## src/verilog/csc_pkg.sv

```systemverilog
// Constants, register map and state codes of the capacitive sense scan controller
//
// Overview of operation
// - Unit runs only while sense_enable is 1; otherwise shut down, no conversions.
// - gain_select picks gain 1x (000b) to 8x (111b); resets to 8x.
// - Conversion time grows as gain drops: 31 us at 8x, 178 us at 1x.
// - Trigger field bits 6:4 picks software, timer 0/2/1/3, continuous or auto-scan.
// - Continuous modes start only after convert_busy is set, then run back to back.
// - Completion requests an interrupt when complete_irq_enable is set.
// - resolution_select gives 12, 13, 14 or 16 bits, default 13; unconverted bits zero.
// - With accumulation, the completion interrupt comes once, after the last conversion.
// - In auto-scan, writing scan_start_channel also loads channel_select.
// - Auto-scan needs start/end channels programmed and starts on a convert_busy write.
// - After each accumulated set auto-scan steps channel_select up to scan_end_channel.
// - After the end channel auto-scan reloads the start channel and keeps rotating.
// - During conversion ground other reachable analog pins whose port latch is 0.
// - Auto-scan converts every channel in range whether analog-configured or not.
// - A debug halt does not stop the auto-scan rotation in progress.
// - Auto-scan keeps running while the device is in suspend.
// - Each comparison sets greater_flag if result exceeds threshold, else clears it.
// - With accumulation, compare only after the last conversion is accumulated.
// - greater_flag set with greater_irq_enable requests a greater-than interrupt.
// - A greater event stops auto-scan until convert_busy is written 1 again.
// - A greater event wakes the device from suspend even with its interrupt disabled.
// - Accumulate 1/4/8/16/32/64 conversions, divide by the count, store as result.
// - Auto-scan holds channel on a greater event, else increments and wraps at end.
package csc_pkg;

    // ------------------------------------------------------------
    // Register byte offsets
    // ------------------------------------------------------------
    localparam logic [7:0] OFF_CONTROL    = 8'h00;
    localparam logic [7:0] OFF_MODE_ONE   = 8'h04;
    localparam logic [7:0] OFF_MODE_TWO   = 8'h08;
    localparam logic [7:0] OFF_CONFIG     = 8'h0C;
    localparam logic [7:0] OFF_THR_LOW    = 8'h10;
    localparam logic [7:0] OFF_THR_HIGH   = 8'h14;
    localparam logic [7:0] OFF_RES_LOW    = 8'h18;
    localparam logic [7:0] OFF_RES_HIGH   = 8'h1C;
    localparam logic [7:0] OFF_SCAN_START = 8'h20;
    localparam logic [7:0] OFF_SCAN_END   = 8'h24;
    localparam logic [7:0] OFF_CHAN_SEL   = 8'h28;
    localparam logic [7:0] OFF_IRQ_EN     = 8'h2C;

    // ------------------------------------------------------------
    // Field positions
    // ------------------------------------------------------------
    localparam int CTL_ENABLE_BIT  = 0;
    localparam int CTL_GREATER_BIT = 1;
    localparam int CTL_BUSY_BIT    = 4;
    localparam int CTL_DONE_BIT    = 5;
    localparam int CFG_TRIG_LSB    = 4;
    localparam int IRQ_DONE_BIT    = 0;
    localparam int IRQ_GREATER_BIT = 1;

    // ------------------------------------------------------------
    // Reset values
    // ------------------------------------------------------------
    localparam logic [2:0] GAIN_RESET  = 3'h7;
    localparam logic [1:0] RES_RESET   = 2'h1;
    localparam logic [2:0] TRIG_RESET  = 3'h0;
    localparam logic [2:0] ACCUM_RESET = 3'h0;

    // ------------------------------------------------------------
    // Trigger codes
    // ------------------------------------------------------------
    localparam logic [2:0] TRIG_SOFTWARE = 3'h0;
    localparam logic [2:0] TRIG_TIMER0   = 3'h1;
    localparam logic [2:0] TRIG_TIMER2   = 3'h2;
    localparam logic [2:0] TRIG_TIMER1   = 3'h3;
    localparam logic [2:0] TRIG_TIMER3   = 3'h4;
    localparam logic [2:0] TRIG_CONT_A   = 3'h5;
    localparam logic [2:0] TRIG_CONT_B   = 3'h6;
    localparam logic [2:0] TRIG_AUTOSCAN = 3'h7;

    // ------------------------------------------------------------
    // Timing: nominal conversion time per gain code, 13-bit basis
    // ------------------------------------------------------------
    localparam int CLK_MHZ       = 100;
    localparam int NOMINAL_BITS  = 13;
    localparam int CONV_US [8]   = '{178, 93, 66, 52, 43, 38, 34, 31};
    localparam int RES_BITS [4]  = '{12, 13, 14, 16};
    localparam int ACC_SHIFT [8] = '{0, 2, 3, 4, 5, 6, 0, 0};

    // AXI responses
    localparam logic [1:0] RESP_OKAY   = 2'h0;
    localparam logic [1:0] RESP_SLVERR = 2'h2;

    // ------------------------------------------------------------
    // Sequencer states
    // ------------------------------------------------------------
    typedef enum logic [2:0] {
        ST_OFF  = 3'b001,
        ST_IDLE = 3'b010,
        ST_CONV = 3'b100
    } csc_state_type;

endpackage

```

## src/verilog/csc_scan_ctrl.sv

```systemverilog
// Capacitive sense scan controller with AXI4-Lite register slave
//
// Register access over AXI4-Lite and the register addresses are this design's own decisions.
`timescale 1ns/100ps
module csc_scan_ctrl #(
    parameter int NCH          = 38,
    parameter int CHW          = 6,
    parameter int CYCLES_PER_US = csc_pkg::CLK_MHZ
) (
    input  wire logic             clk,
    input  wire logic             rst,
    input  wire logic [7:0]       awaddr,
    input  wire logic             awvalid,
    output logic                  awready,
    input  wire logic [31:0]      wdata,
    input  wire logic [3:0]       wstrb,
    input  wire logic             wvalid,
    output logic                  wready,
    output logic [1:0]            bresp,
    output logic                  bvalid,
    input  wire logic             bready,
    input  wire logic [7:0]       araddr,
    input  wire logic             arvalid,
    output logic                  arready,
    output logic [31:0]           rdata,
    output logic [1:0]            rresp,
    output logic                  rvalid,
    input  wire logic             rready,
    input  wire logic [3:0]       timerOverflow,
    input  wire logic [15:0]      rawCode,
    input  wire logic [NCH-1:0]   analogInput,
    input  wire logic [NCH-1:0]   portLatch,
    output logic                  senseOn,
    output logic                  converting,
    output logic [CHW-1:0]        channelSelect,
    output logic [2:0]            gainSelect,
    output logic [1:0]            resolutionSelect,
    output logic [NCH-1:0]        pinGround,
    output logic                  completeIrq,
    output logic                  greaterIrq,
    output logic                  wakeRequest
);

    // ------------------------------------------------------------
    // State record
    // ------------------------------------------------------------
    typedef struct packed {
        csc_pkg::csc_state_type st;
        logic                   enable;
        logic [2:0]             gain;
        logic [1:0]             res;
        logic [2:0]             trig;
        logic [2:0]             accSel;
        logic [7:0]             thrLow;
        logic [7:0]             thrHigh;
        logic [15:0]            result;
        logic [CHW-1:0]         scanStart;
        logic [CHW-1:0]         scanEnd;
        logic [CHW-1:0]         chan;
        logic                   doneIrqEn;
        logic                   grtIrqEn;
        logic                   busy;
        logic                   run;
        logic                   doneFlag;
        logic                   greaterFlag;
        logic [23:0]            cnt;
        logic [21:0]            acc;
        logic [6:0]             nAcc;
        logic [NCH-1:0]         ground;
        logic                   doneIrq;
        logic                   grtIrq;
        logic                   wake;
        logic                   bvalid;
        logic [1:0]             bresp;
        logic                   rvalid;
        logic [1:0]             rresp;
        logic [31:0]            rdata;
    } csc_regs_type;

    csc_regs_type s_q;
    csc_regs_type s_d;

    // ------------------------------------------------------------
    // Derived values
    // ------------------------------------------------------------
    logic        wrFire;
    logic        rdFire;
    logic [7:0]  wrAddr;
    logic [7:0]  rdAddr;
    logic [7:0]  wd;
    logic [23:0] convLen;
    logic [15:0] resMask;
    logic [15:0] sample;
    logic [21:0] accSum;
    logic [6:0]  accLen;
    logic [15:0] avg;
    logic        isGreater;
    logic        contMode;
    logic        startNow;
    logic [NCH-1:0] groundNext;

    // Handshake: both address and data taken together, one write in flight
    assign wrFire  = awvalid && wvalid && !s_q.bvalid;
    assign rdFire  = arvalid && !s_q.rvalid;
    assign awready = wrFire;
    assign wready  = wrFire;
    assign arready = !s_q.rvalid;
    assign wrAddr  = {awaddr[7:2], 2'b00};
    assign rdAddr  = {araddr[7:2], 2'b00};
    assign wd      = wstrb[0] ? wdata[7:0] : 8'h00;

    // Conversion length scales with gain and with the chosen bit count
    assign convLen = 24'(csc_pkg::CONV_US[s_q.gain] * CYCLES_PER_US
                         * csc_pkg::RES_BITS[s_q.res] / csc_pkg::NOMINAL_BITS);

    // Unconverted low bits forced to zero
    assign resMask = 16'hFFFF << (16 - csc_pkg::RES_BITS[s_q.res]);
    assign sample  = rawCode & resMask;

    // Running sum, set length and quotient
    assign accSum    = s_q.acc + {6'h00, sample};
    assign accLen    = 7'(1 << csc_pkg::ACC_SHIFT[s_q.accSel]);
    assign avg       = 16'(accSum >> csc_pkg::ACC_SHIFT[s_q.accSel]);
    assign isGreater = avg > {s_q.thrHigh, s_q.thrLow};

    assign contMode = (s_q.trig == csc_pkg::TRIG_CONT_A) || (s_q.trig == csc_pkg::TRIG_CONT_B)
                      || (s_q.trig == csc_pkg::TRIG_AUTOSCAN);

    // Start source selection
    always_comb begin
        case (s_q.trig)
            csc_pkg::TRIG_SOFTWARE: startNow = s_q.busy;
            csc_pkg::TRIG_TIMER0:   startNow = timerOverflow[0];
            csc_pkg::TRIG_TIMER2:   startNow = timerOverflow[2];
            csc_pkg::TRIG_TIMER1:   startNow = timerOverflow[1];
            csc_pkg::TRIG_TIMER3:   startNow = timerOverflow[3];
            default:                startNow = s_q.run;
        endcase
    end

    // ------------------------------------------------------------
    // Next-state logic
    // ------------------------------------------------------------
    always_comb begin
        s_d         = s_q;
        s_d.doneIrq = 1'b0;
        s_d.grtIrq  = 1'b0;
        s_d.wake    = 1'b0;

        // Bus response release
        if (s_q.bvalid && bready) begin
            s_d.bvalid = 1'b0;
        end
        if (s_q.rvalid && rready) begin
            s_d.rvalid = 1'b0;
        end

        // Register writes
        if (wrFire) begin
            s_d.bvalid = 1'b1;
            s_d.bresp  = csc_pkg::RESP_OKAY;
            case (wrAddr)
                csc_pkg::OFF_CONTROL: begin
                    s_d.enable = wd[csc_pkg::CTL_ENABLE_BIT];
                    if (wd[csc_pkg::CTL_BUSY_BIT] && wd[csc_pkg::CTL_ENABLE_BIT]) begin
                        s_d.busy = 1'b1;
                        s_d.run  = contMode;
                    end
                    if (wd[csc_pkg::CTL_DONE_BIT]) begin
                        s_d.doneFlag = 1'b0;
                    end
                end
                csc_pkg::OFF_MODE_ONE: s_d.gain   = wd[2:0];
                csc_pkg::OFF_MODE_TWO: s_d.res    = wd[1:0];
                csc_pkg::OFF_CONFIG: begin
                    s_d.trig   = wd[csc_pkg::CFG_TRIG_LSB +: 3];
                    s_d.accSel = wd[2:0];
                end
                csc_pkg::OFF_THR_LOW:  s_d.thrLow  = wd;
                csc_pkg::OFF_THR_HIGH: s_d.thrHigh = wd;
                csc_pkg::OFF_SCAN_START: begin
                    s_d.scanStart = wd[CHW-1:0];
                    if (s_q.trig == csc_pkg::TRIG_AUTOSCAN) begin
                        s_d.chan = wd[CHW-1:0];
                    end
                end
                csc_pkg::OFF_SCAN_END: s_d.scanEnd = wd[CHW-1:0];
                csc_pkg::OFF_CHAN_SEL: s_d.chan    = wd[CHW-1:0];
                csc_pkg::OFF_IRQ_EN: begin
                    s_d.doneIrqEn = wd[csc_pkg::IRQ_DONE_BIT];
                    s_d.grtIrqEn  = wd[csc_pkg::IRQ_GREATER_BIT];
                end
                csc_pkg::OFF_RES_LOW, csc_pkg::OFF_RES_HIGH: ;
                default: s_d.bresp = csc_pkg::RESP_SLVERR;
            endcase
        end

        // Register reads
        if (rdFire) begin
            s_d.rvalid = 1'b1;
            s_d.rresp  = csc_pkg::RESP_OKAY;
            s_d.rdata  = 32'h0000_0000;
            case (rdAddr)
                csc_pkg::OFF_CONTROL: begin
                    s_d.rdata[csc_pkg::CTL_ENABLE_BIT]  = s_q.enable;
                    s_d.rdata[csc_pkg::CTL_GREATER_BIT] = s_q.greaterFlag;
                    s_d.rdata[csc_pkg::CTL_BUSY_BIT]    = s_q.busy;
                    s_d.rdata[csc_pkg::CTL_DONE_BIT]    = s_q.doneFlag;
                end
                csc_pkg::OFF_MODE_ONE:   s_d.rdata[2:0]     = s_q.gain;
                csc_pkg::OFF_MODE_TWO:   s_d.rdata[1:0]     = s_q.res;
                csc_pkg::OFF_CONFIG:     s_d.rdata[7:0]     = {1'b0, s_q.trig, 1'b0, s_q.accSel};
                csc_pkg::OFF_THR_LOW:    s_d.rdata[7:0]     = s_q.thrLow;
                csc_pkg::OFF_THR_HIGH:   s_d.rdata[7:0]     = s_q.thrHigh;
                csc_pkg::OFF_RES_LOW:    s_d.rdata[7:0]     = s_q.result[7:0];
                csc_pkg::OFF_RES_HIGH:   s_d.rdata[7:0]     = s_q.result[15:8];
                csc_pkg::OFF_SCAN_START: s_d.rdata[CHW-1:0] = s_q.scanStart;
                csc_pkg::OFF_SCAN_END:   s_d.rdata[CHW-1:0] = s_q.scanEnd;
                csc_pkg::OFF_CHAN_SEL:   s_d.rdata[CHW-1:0] = s_q.chan;
                csc_pkg::OFF_IRQ_EN:     s_d.rdata[1:0]     = {s_q.grtIrqEn, s_q.doneIrqEn};
                default:                 s_d.rresp          = csc_pkg::RESP_SLVERR;
            endcase
        end

        // Sequencer; debug halt and suspend have no input here, so a scan
        // in progress always runs on
        case (s_q.st)
            csc_pkg::ST_OFF: begin
                s_d.busy = 1'b0;
                s_d.run  = 1'b0;
                if (s_q.enable) begin
                    s_d.st = csc_pkg::ST_IDLE;
                end
            end
            csc_pkg::ST_IDLE: begin
                if (startNow) begin
                    s_d.st   = csc_pkg::ST_CONV;
                    s_d.busy = 1'b1;
                    s_d.cnt  = convLen - 24'h000001;
                end
            end
            csc_pkg::ST_CONV: begin
                s_d.cnt = s_q.cnt - 24'h000001;
                if (s_q.cnt == 24'h000000) begin
                    if (s_q.nAcc + 7'h01 < accLen) begin
                        // More samples in this set: convert again at once
                        s_d.acc  = accSum;
                        s_d.nAcc = s_q.nAcc + 7'h01;
                        s_d.cnt  = convLen - 24'h000001;
                    end else begin
                        // Set complete: divide, compare, report
                        s_d.acc         = 22'h000000;
                        s_d.nAcc        = 7'h00;
                        s_d.result      = avg;
                        s_d.greaterFlag = isGreater;
                        s_d.doneFlag    = 1'b1;
                        s_d.doneIrq     = s_q.doneIrqEn;
                        s_d.grtIrq      = isGreater && s_q.grtIrqEn;
                        s_d.wake        = isGreater;
                        s_d.st          = csc_pkg::ST_IDLE;
                        s_d.busy        = s_d.run;
                        if (s_q.trig == csc_pkg::TRIG_AUTOSCAN) begin
                            if (isGreater) begin
                                s_d.run  = 1'b0;
                                s_d.busy = 1'b0;
                            end else if (s_q.chan == s_q.scanEnd) begin
                                s_d.chan = s_q.scanStart;
                            end else begin
                                s_d.chan = s_q.chan + 1'b1;
                            end
                        end
                    end
                end
            end
            default: s_d.st = csc_pkg::ST_OFF;
        endcase

        // Disabling forces shutdown from any state
        if (!s_d.enable) begin
            s_d.st   = csc_pkg::ST_OFF;
            s_d.busy = 1'b0;
            s_d.run  = 1'b0;
            s_d.acc  = 22'h000000;
            s_d.nAcc = 7'h00;
        end
        s_d.ground = groundNext;
    end

    // ------------------------------------------------------------
    // Pin grounding during conversion
    // ------------------------------------------------------------
    genvar gi;
    generate
        for (gi = 0; gi < NCH; gi++) begin : g_ground
            assign groundNext[gi] = (s_d.st == csc_pkg::ST_CONV) && analogInput[gi]
                                    && !portLatch[gi]
                                    && (s_d.chan != CHW'(gi));
        end
    endgenerate

    // ------------------------------------------------------------
    // State register
    // ------------------------------------------------------------
    always_ff @(posedge clk or posedge rst) begin
        if (rst) begin
            s_q           <= '0;
            s_q.st        <= csc_pkg::ST_OFF;
            s_q.gain      <= csc_pkg::GAIN_RESET;
            s_q.res       <= csc_pkg::RES_RESET;
            s_q.trig      <= csc_pkg::TRIG_RESET;
            s_q.accSel    <= csc_pkg::ACCUM_RESET;
        end else begin
            s_q <= s_d;
        end
    end

    // ------------------------------------------------------------
    // Outputs
    // ------------------------------------------------------------
    assign bvalid           = s_q.bvalid;
    assign bresp            = s_q.bresp;
    assign rvalid           = s_q.rvalid;
    assign rresp            = s_q.rresp;
    assign rdata            = s_q.rdata;
    assign senseOn          = s_q.enable;
    assign converting       = (s_q.st == csc_pkg::ST_CONV);
    assign channelSelect    = s_q.chan;
    assign gainSelect       = s_q.gain;
    assign resolutionSelect = s_q.res;
    assign pinGround        = s_q.ground;
    assign completeIrq      = s_q.doneIrq;
    assign greaterIrq       = s_q.grtIrq;
    assign wakeRequest      = s_q.wake;

endmodule

```

## config.mk

```make
export PLATFORM = sky130hd
export DESIGN_NAME = csc_scan_ctrl
export DESIGN_NICKNAME = d
export VERILOG_FILES = /design/src/verilog/csc_pkg.sv /design/src/verilog/csc_scan_ctrl.sv
export SDC_FILE = /design/constraint.sdc
export NUM_CORES = 1
export LEC_CHECK = 0
export ABC_AREA = 1
export BUFFER_PORTS_ARGS = -buffer_cell sky130_fd_sc_hd__buf_2
export CAP_MARGIN = 30
export CORE_ASPECT_RATIO = 0.5
export CORE_MARGIN = 5
export CORE_UTILIZATION = 54
export CTS_CLUSTER_DIAMETER = 150
export DETAILED_ROUTE_END_ITERATION = 6
export HOLD_SLACK_MARGIN = 0.02
export PLACE_DENSITY = 0.9
export SETUP_SLACK_MARGIN = 0.05
export SLEW_MARGIN = 20
export SYNTH_ARGS = -nofsm -noshare
export SYNTH_HDL_FRONTEND = slang
export SYNTH_SLANG_ARGS = --single-unit
```

## constraint.sdc

```tcl
create_clock -name clk -period 15.7 [get_ports clk]
set_input_delay 3.14 -clock clk [delete_from_list [all_inputs] [get_ports clk]]
set_output_delay 3.14 -clock clk [all_outputs]
set_load 0.1 [all_outputs]
```

==> impl_metrics.env, run 1 <==
export IMPL_outcome="aborted with a tool error"
export IMPL_haltStage="global routing (5_1_grt)"
export IMPL_error="[ERROR GRT-0232] Routing congestion too high. Check the congestion heatmap in the GUI."
export IMPL_grt_usage_pct=68.5
export IMPL_numCtsBuffers=17
export IMPL_synth_area_leader_cell="dfrtp_1"
export IMPL_synthDistinctLibCells=70
export IMPL_start_util_pct=54.3
export IMPL_die_w_um=272
export IMPL_synthArstFlopShare_pct=100
export IMPL_numClockSinks=177
export IMPL_pre_cts_slack_ps=-1780
export IMPL_cts_max_path_buffers=2
export IMPL_postGrtWorstEndpoint="s_q[130]$_DFFE_PP0P_/D"
export IMPL_portBuffers=192
export IMPL_synthTopCellsByArea="dfrtp_1 (23%), ha_1 (13%), nand2_1 (12%), inv_1 (7.6%), nor2_1 (5.0%)"
export IMPL_synth_main_ff_cell="dfrtp_1"
export IMPL_htreeDepth=4
export IMPL_syn_avg_cell_area_um2=6.99
export IMPL_place_gp_congestion=0.950
export IMPL_cts_root_buf="clkbuf_16"
export IMPL_yosys_warnings=0
export IMPL_seq_area_frac_synth_pct=23.8
export IMPL_grt_start_max_net_pins=109
export IMPL_synth_edf_count=0
export IMPL_synth_seq_cells=177
export IMPL_synthesis_area_um2=18600
export IMPL_synth_top_area_share_pct=23.1
export IMPL_io_pins=250
export IMPL_antenna_found_initial=14
export IMPL_fp_row_count=48
export IMPL_die_h_um=141
export IMPL_cts_hold_buf=0
export IMPL_overflow=62
export IMPL_postSynthCellCount=2659
export IMPL_dp_hpwl_um=41900
export IMPL_worstEpCategory="sequential cell input"
==> logic make-up after synthesis <==
| family | share of synthesized area (%) |
|---|---|
| AND/OR/NAND/NOR | 29.8 |
| buffers and inverters | 13.3 |
| AO/OA/AOI/OAI | 12.6 |
| adder cells (fa/ha/maj) | 16.9 |
| flip-flops | 23.8 |
| XOR/XNOR | 3.38 |
| multiplexers | 0.114 |
| other | 0.0202 |
==> per-stage QoR <==
| stage | std cells | TNS, ps | cell area (µm²) | hold WS [ps] |
|---|---|---|---|---|
| after detailed placement | 3364 | -27990 | 21200 | 466 |
| after global placement | 3362 | -12600 | 21100 | 462 |
| after floorplan | 2684 | -2110 | 19200 | 448 |
| after CTS | 3464 | -24610 | 23100 | 490 |
==> routing by layer <==
layer / global-route usage (%) / GRT overflow
met5: 55.5 / 0
met4: 56.5 / 27
met3: 64.9 / 2
met2: 80.7 / 30
met1: 66.7 / 3
==> cells in the mapped netlist (19+ instances only) <==
cell / count
buf_4: 87
nand3_1: 138
nor2_1: 248
nand2_2: 87
dfrtp_1: 172
o21ai_0: 167
inv_1: 379
nand2_1: 595
fa_1: 35
nand4_1: 28
ha_1: 195
a21oi_1: 71
inv_2: 30
nand2_4: 19
o22ai_1: 24
nor3_1: 30
a211oi_1: 27
xor2_1: 53
clkbuf_1: 48
==> repair_timing <==
| action | CTS |
|---|---|
| pin swaps | 151 |
| gates cloned | 0 |
| endpoints found under the setup margin | 24 |
| resized for setup | 170 |
| setup buffers | 74 |
==> run 2: changes to the inputs <==
--- a/config.mk
+++ b/config.mk
@@ -8,14 +8,10 @@
 export ABC_AREA = 1
 export BUFFER_PORTS_ARGS = -buffer_cell sky130_fd_sc_hd__buf_2
 export CAP_MARGIN = 30
-export CORE_ASPECT_RATIO = 0.5
 export CORE_MARGIN = 5
-export CORE_UTILIZATION = 54
-export CTS_CLUSTER_DIAMETER = 150
+export CORE_UTILIZATION = 40
 export DETAILED_ROUTE_END_ITERATION = 6
-export HOLD_SLACK_MARGIN = 0.02
-export PLACE_DENSITY = 0.9
-export SETUP_SLACK_MARGIN = 0.05
+export PLACE_DENSITY_LB_ADDON = 0.15
 export SLEW_MARGIN = 20
 export SYNTH_ARGS = -nofsm -noshare
 export SYNTH_HDL_FRONTEND = slang
==> constraint.sdc (replaced) <==
create_clock -name clk -period 20.4 [get_ports clk]
set_input_delay 4.08 -clock clk [delete_from_list [all_inputs] [get_ports clk]]
set_output_delay 4.08 -clock clk [all_outputs]
set_load 0.1 [all_outputs]
==> impl_metrics.env, run 2 <==
export IMPL_outcome="finished clean"
export IMPL_cts_root_buf="clkbuf_16"
export IMPL_synthArstFlopShare_pct=100
export IMPL_postSynthCellCount=2659
export IMPL_worst_pin_slew_ps=821
export IMPL_io_pins=250
export IMPL_tritoncts="done"
export IMPL_largest_reg_flops=112
export IMPL_rrSetupSlack_ps=1620
export IMPL_whs_ps=481
export IMPL_synthTopCellsByArea="dfrtp_1 (23%), ha_1 (13%), nand2_1 (12%), inv_1 (7.6%), nor2_1 (5.0%)"
export IMPL_synth_edf_count=0
export IMPL_register_area_um2=4440
export IMPL_fmax_mhz=53.3
export IMPL_drt_iter0_drc=918
export IMPL_yosys_warnings=0
export IMPL_grt_usage_pct=19.4
export IMPL_fill_cells=4858
export IMPL_overflow=0
export IMPL_final_cell_mix="nand2_1 (594), inv_1 (376), nor2_1 (247)"
export IMPL_final_hold_viol_count=0
export IMPL_final_area_um2=20400
export IMPL_drc=0
export IMPL_dr_pass1_iters=5
export IMPL_hold_path_startpoint="senseOn$_DFF_PP0_"
export IMPL_syn_avg_cell_area_um2=6.99
export IMPL_areaGrowthSynthToFinish_pct=9.58
export IMPL_synth_main_ff_cell="dfrtp_1"
export IMPL_place_gp_congestion=0.904
export IMPL_post_route_util_pct=44.1
export IMPL_rr_worst_depth=133
export IMPL_portBuffers=192
export IMPL_numCtsBuffers=17
export IMPL_worstSetupEndpointType="register"
export IMPL_r2r_start="gainSelect[0]$_DFFE_PP1P_"
export IMPL_seq_area_frac_synth_pct=23.8
export IMPL_critPathKind="reg2reg"
export IMPL_numClockSinks=177
export IMPL_whs_endpoint="s_q[200]$_DFF_PP1_"
export IMPL_clock_skew_ps=16.2
export IMPL_hold_class="reg2reg"
export IMPL_viasPerCell=4.98
export IMPL_setup_viol=0
export IMPL_n_antenna_cell=0
export IMPL_multi_input_area_um2=11800
export IMPL_crit_fanout=9
export IMPL_wl_um=49700
export IMPL_crit_arrival_ps=19110
export IMPL_synthesis_area_um2=18600
export IMPL_required_ps=20730
export IMPL_cts_max_path_buffers=2
export IMPL_insertion_delay_ps=450
export IMPL_cts_hold_buf=0
export IMPL_postRouteAntennaNets=0
export IMPL_drv_slew=0
export IMPL_drive_above_1_share_pct=17.4
export IMPL_synth_area_leader_cell="dfrtp_1"
export IMPL_synthDistinctLibCells=70
export IMPL_synth_most_common_cell="nand2_1"
export IMPL_wl_per_cell_um=14.6
export IMPL_period_minus_slack_ps=18780
export IMPL_synth_seq_cells=177
export IMPL_postPlaceCellArea_um2=19600
export IMPL_grt_first_pass_wirelength_um=82000
export IMPL_fp_row_count=79
export IMPL_layout_commonest_cell="nand2_1"
export IMPL_largest_register="s_q"
export IMPL_htreeDepth=4
export IMPL_fin_crit_sh_pct=92.1
export IMPL_timing_slew_headroom_pct=45.1
export IMPL_cpMaxStageDelayCell="dfstp_2"
export IMPL_coreArea_um2=46300
export IMPL_dieArea_um2=50900
export IMPL_antenna_found_initial=1
export IMPL_vias=16900
export IMPL_crit_top_cell="nand2_2"
export IMPL_path_clk_slew_ps=80
export IMPL_die_w_um=226
export IMPL_max_stage_delay_ps=590
export IMPL_worstSetupStartpointType="register"
export IMPL_die_h_um=226
export IMPL_synth_top_area_share_pct=23.1
export IMPL_maxCapViolations=0
export IMPL_start_util_pct=40.2
export IMPL_reg2reg_to="s_q[128]$_DFFE_PP0P_"
export IMPL_grt_start_max_net_pins=102
export IMPL_ys_top_cells_by_count="nand2_1 (595), inv_1 (379), nor2_1 (248)"
export IMPL_min_delay_path_depth=1
export IMPL_dp_hpwl_um=40600
export IMPL_grt_pass1_vias=16600
export IMPL_nets=3158
==> run 2: cell counts after synthesis <==
No cell type changed its count.
==> run 2: logic make-up after synthesis <==
group	count (synthesis)	synth area share, %
AOI/OAI and AO/OA	396	12.6
xor gates and xnor gates	71	3.38
adders and majority gates	230	16.9
buffers and inverters	559	13.3
DFF	177	23.8
muxes	2	0.114
other	1	0.0202
and+or+nand+nor	1223	29.8
==> run 2: routing by layer <==
layer | vias up | wire [µm] | track usage [%]
li1 | 8694 | - | -
met1 | 7851 | 23700 | 26.4
met2 | 306 | 23100 | 32.5
met3 | 40 | 2310 | 3.89
met4 | 2 | 556 | 3.51
met5 | - | 13 | 0
==> run 2: layout make-up <==
type | instances | share of cell area, %
multi-input combinational | 1948 | 58.1
sequential | 177 | 21.8
inverter | 414 | 7.75
timing repair buffer | 215 | 5.62
tap | 607 | 3.73
clock buffer | 18 | 2.11
clock inverter | 14 | 0.939
==> run 2: how the worst max path moves through the flow <==
| stage | endpoint | startpoint | slack, ps |
|---|---|---|---|
| 2_1_floorplan | s_q[128]$_DFFE_PP0P_ | gainSelect[0]$_DFFE_PP1P_ | 3480 |
| 3_3_place_gp | s_q[128]$_DFFE_PP0P_ | gainSelect[0]$_DFFE_PP1P_ | 1270 |
| 3_5_place_dp | s_q[128]$_DFFE_PP0P_ | gainSelect[0]$_DFFE_PP1P_ | 880 |
| 4_1_cts | s_q[128]$_DFFE_PP0P_ | gainSelect[1]$_DFFE_PP1P_ | 770 |
| 5_1_grt | s_q[128]$_DFFE_PP0P_ | gainSelect[0]$_DFFE_PP1P_ | -50 |
| 6_report | s_q[128]$_DFFE_PP0P_ | gainSelect[0]$_DFFE_PP1P_ | 1620 |
==> run 2: repair_timing <==
item,4_1_cts,5_1_grt
resized for setup,0,17
buffers inserted,0,10
setup endpoints to repair,0,11
==> run 2: stage by stage <==
stage / worst slack, ps / TNS, ps / cells
floorplan: 3480 / 0 / 2684
global placement: 1270 / 0 / 3350
detailed placement: 883 / 0 / 3350
CTS: 772 / 0 / 3382
global route: -48.3 / -116 / 3393
finish: 1620 / 0 / 3393
==> run 2: worst max-delay path, delay by kind of cell (launching register included) <==
kind,cells,cell delay [ps]
buffers and inverters,12,860
AOI/OAI and AO/OA,8,1240
and+or+nand+nor,95,9990
xor gates and xnor gates,1,200
DFF,1,590
adders and majority gates,17,5670
Power of run 2 is left out: the tool's default activity adds up to more than one toggle a clock period on the data nets, which glitch-free logic cannot reach.
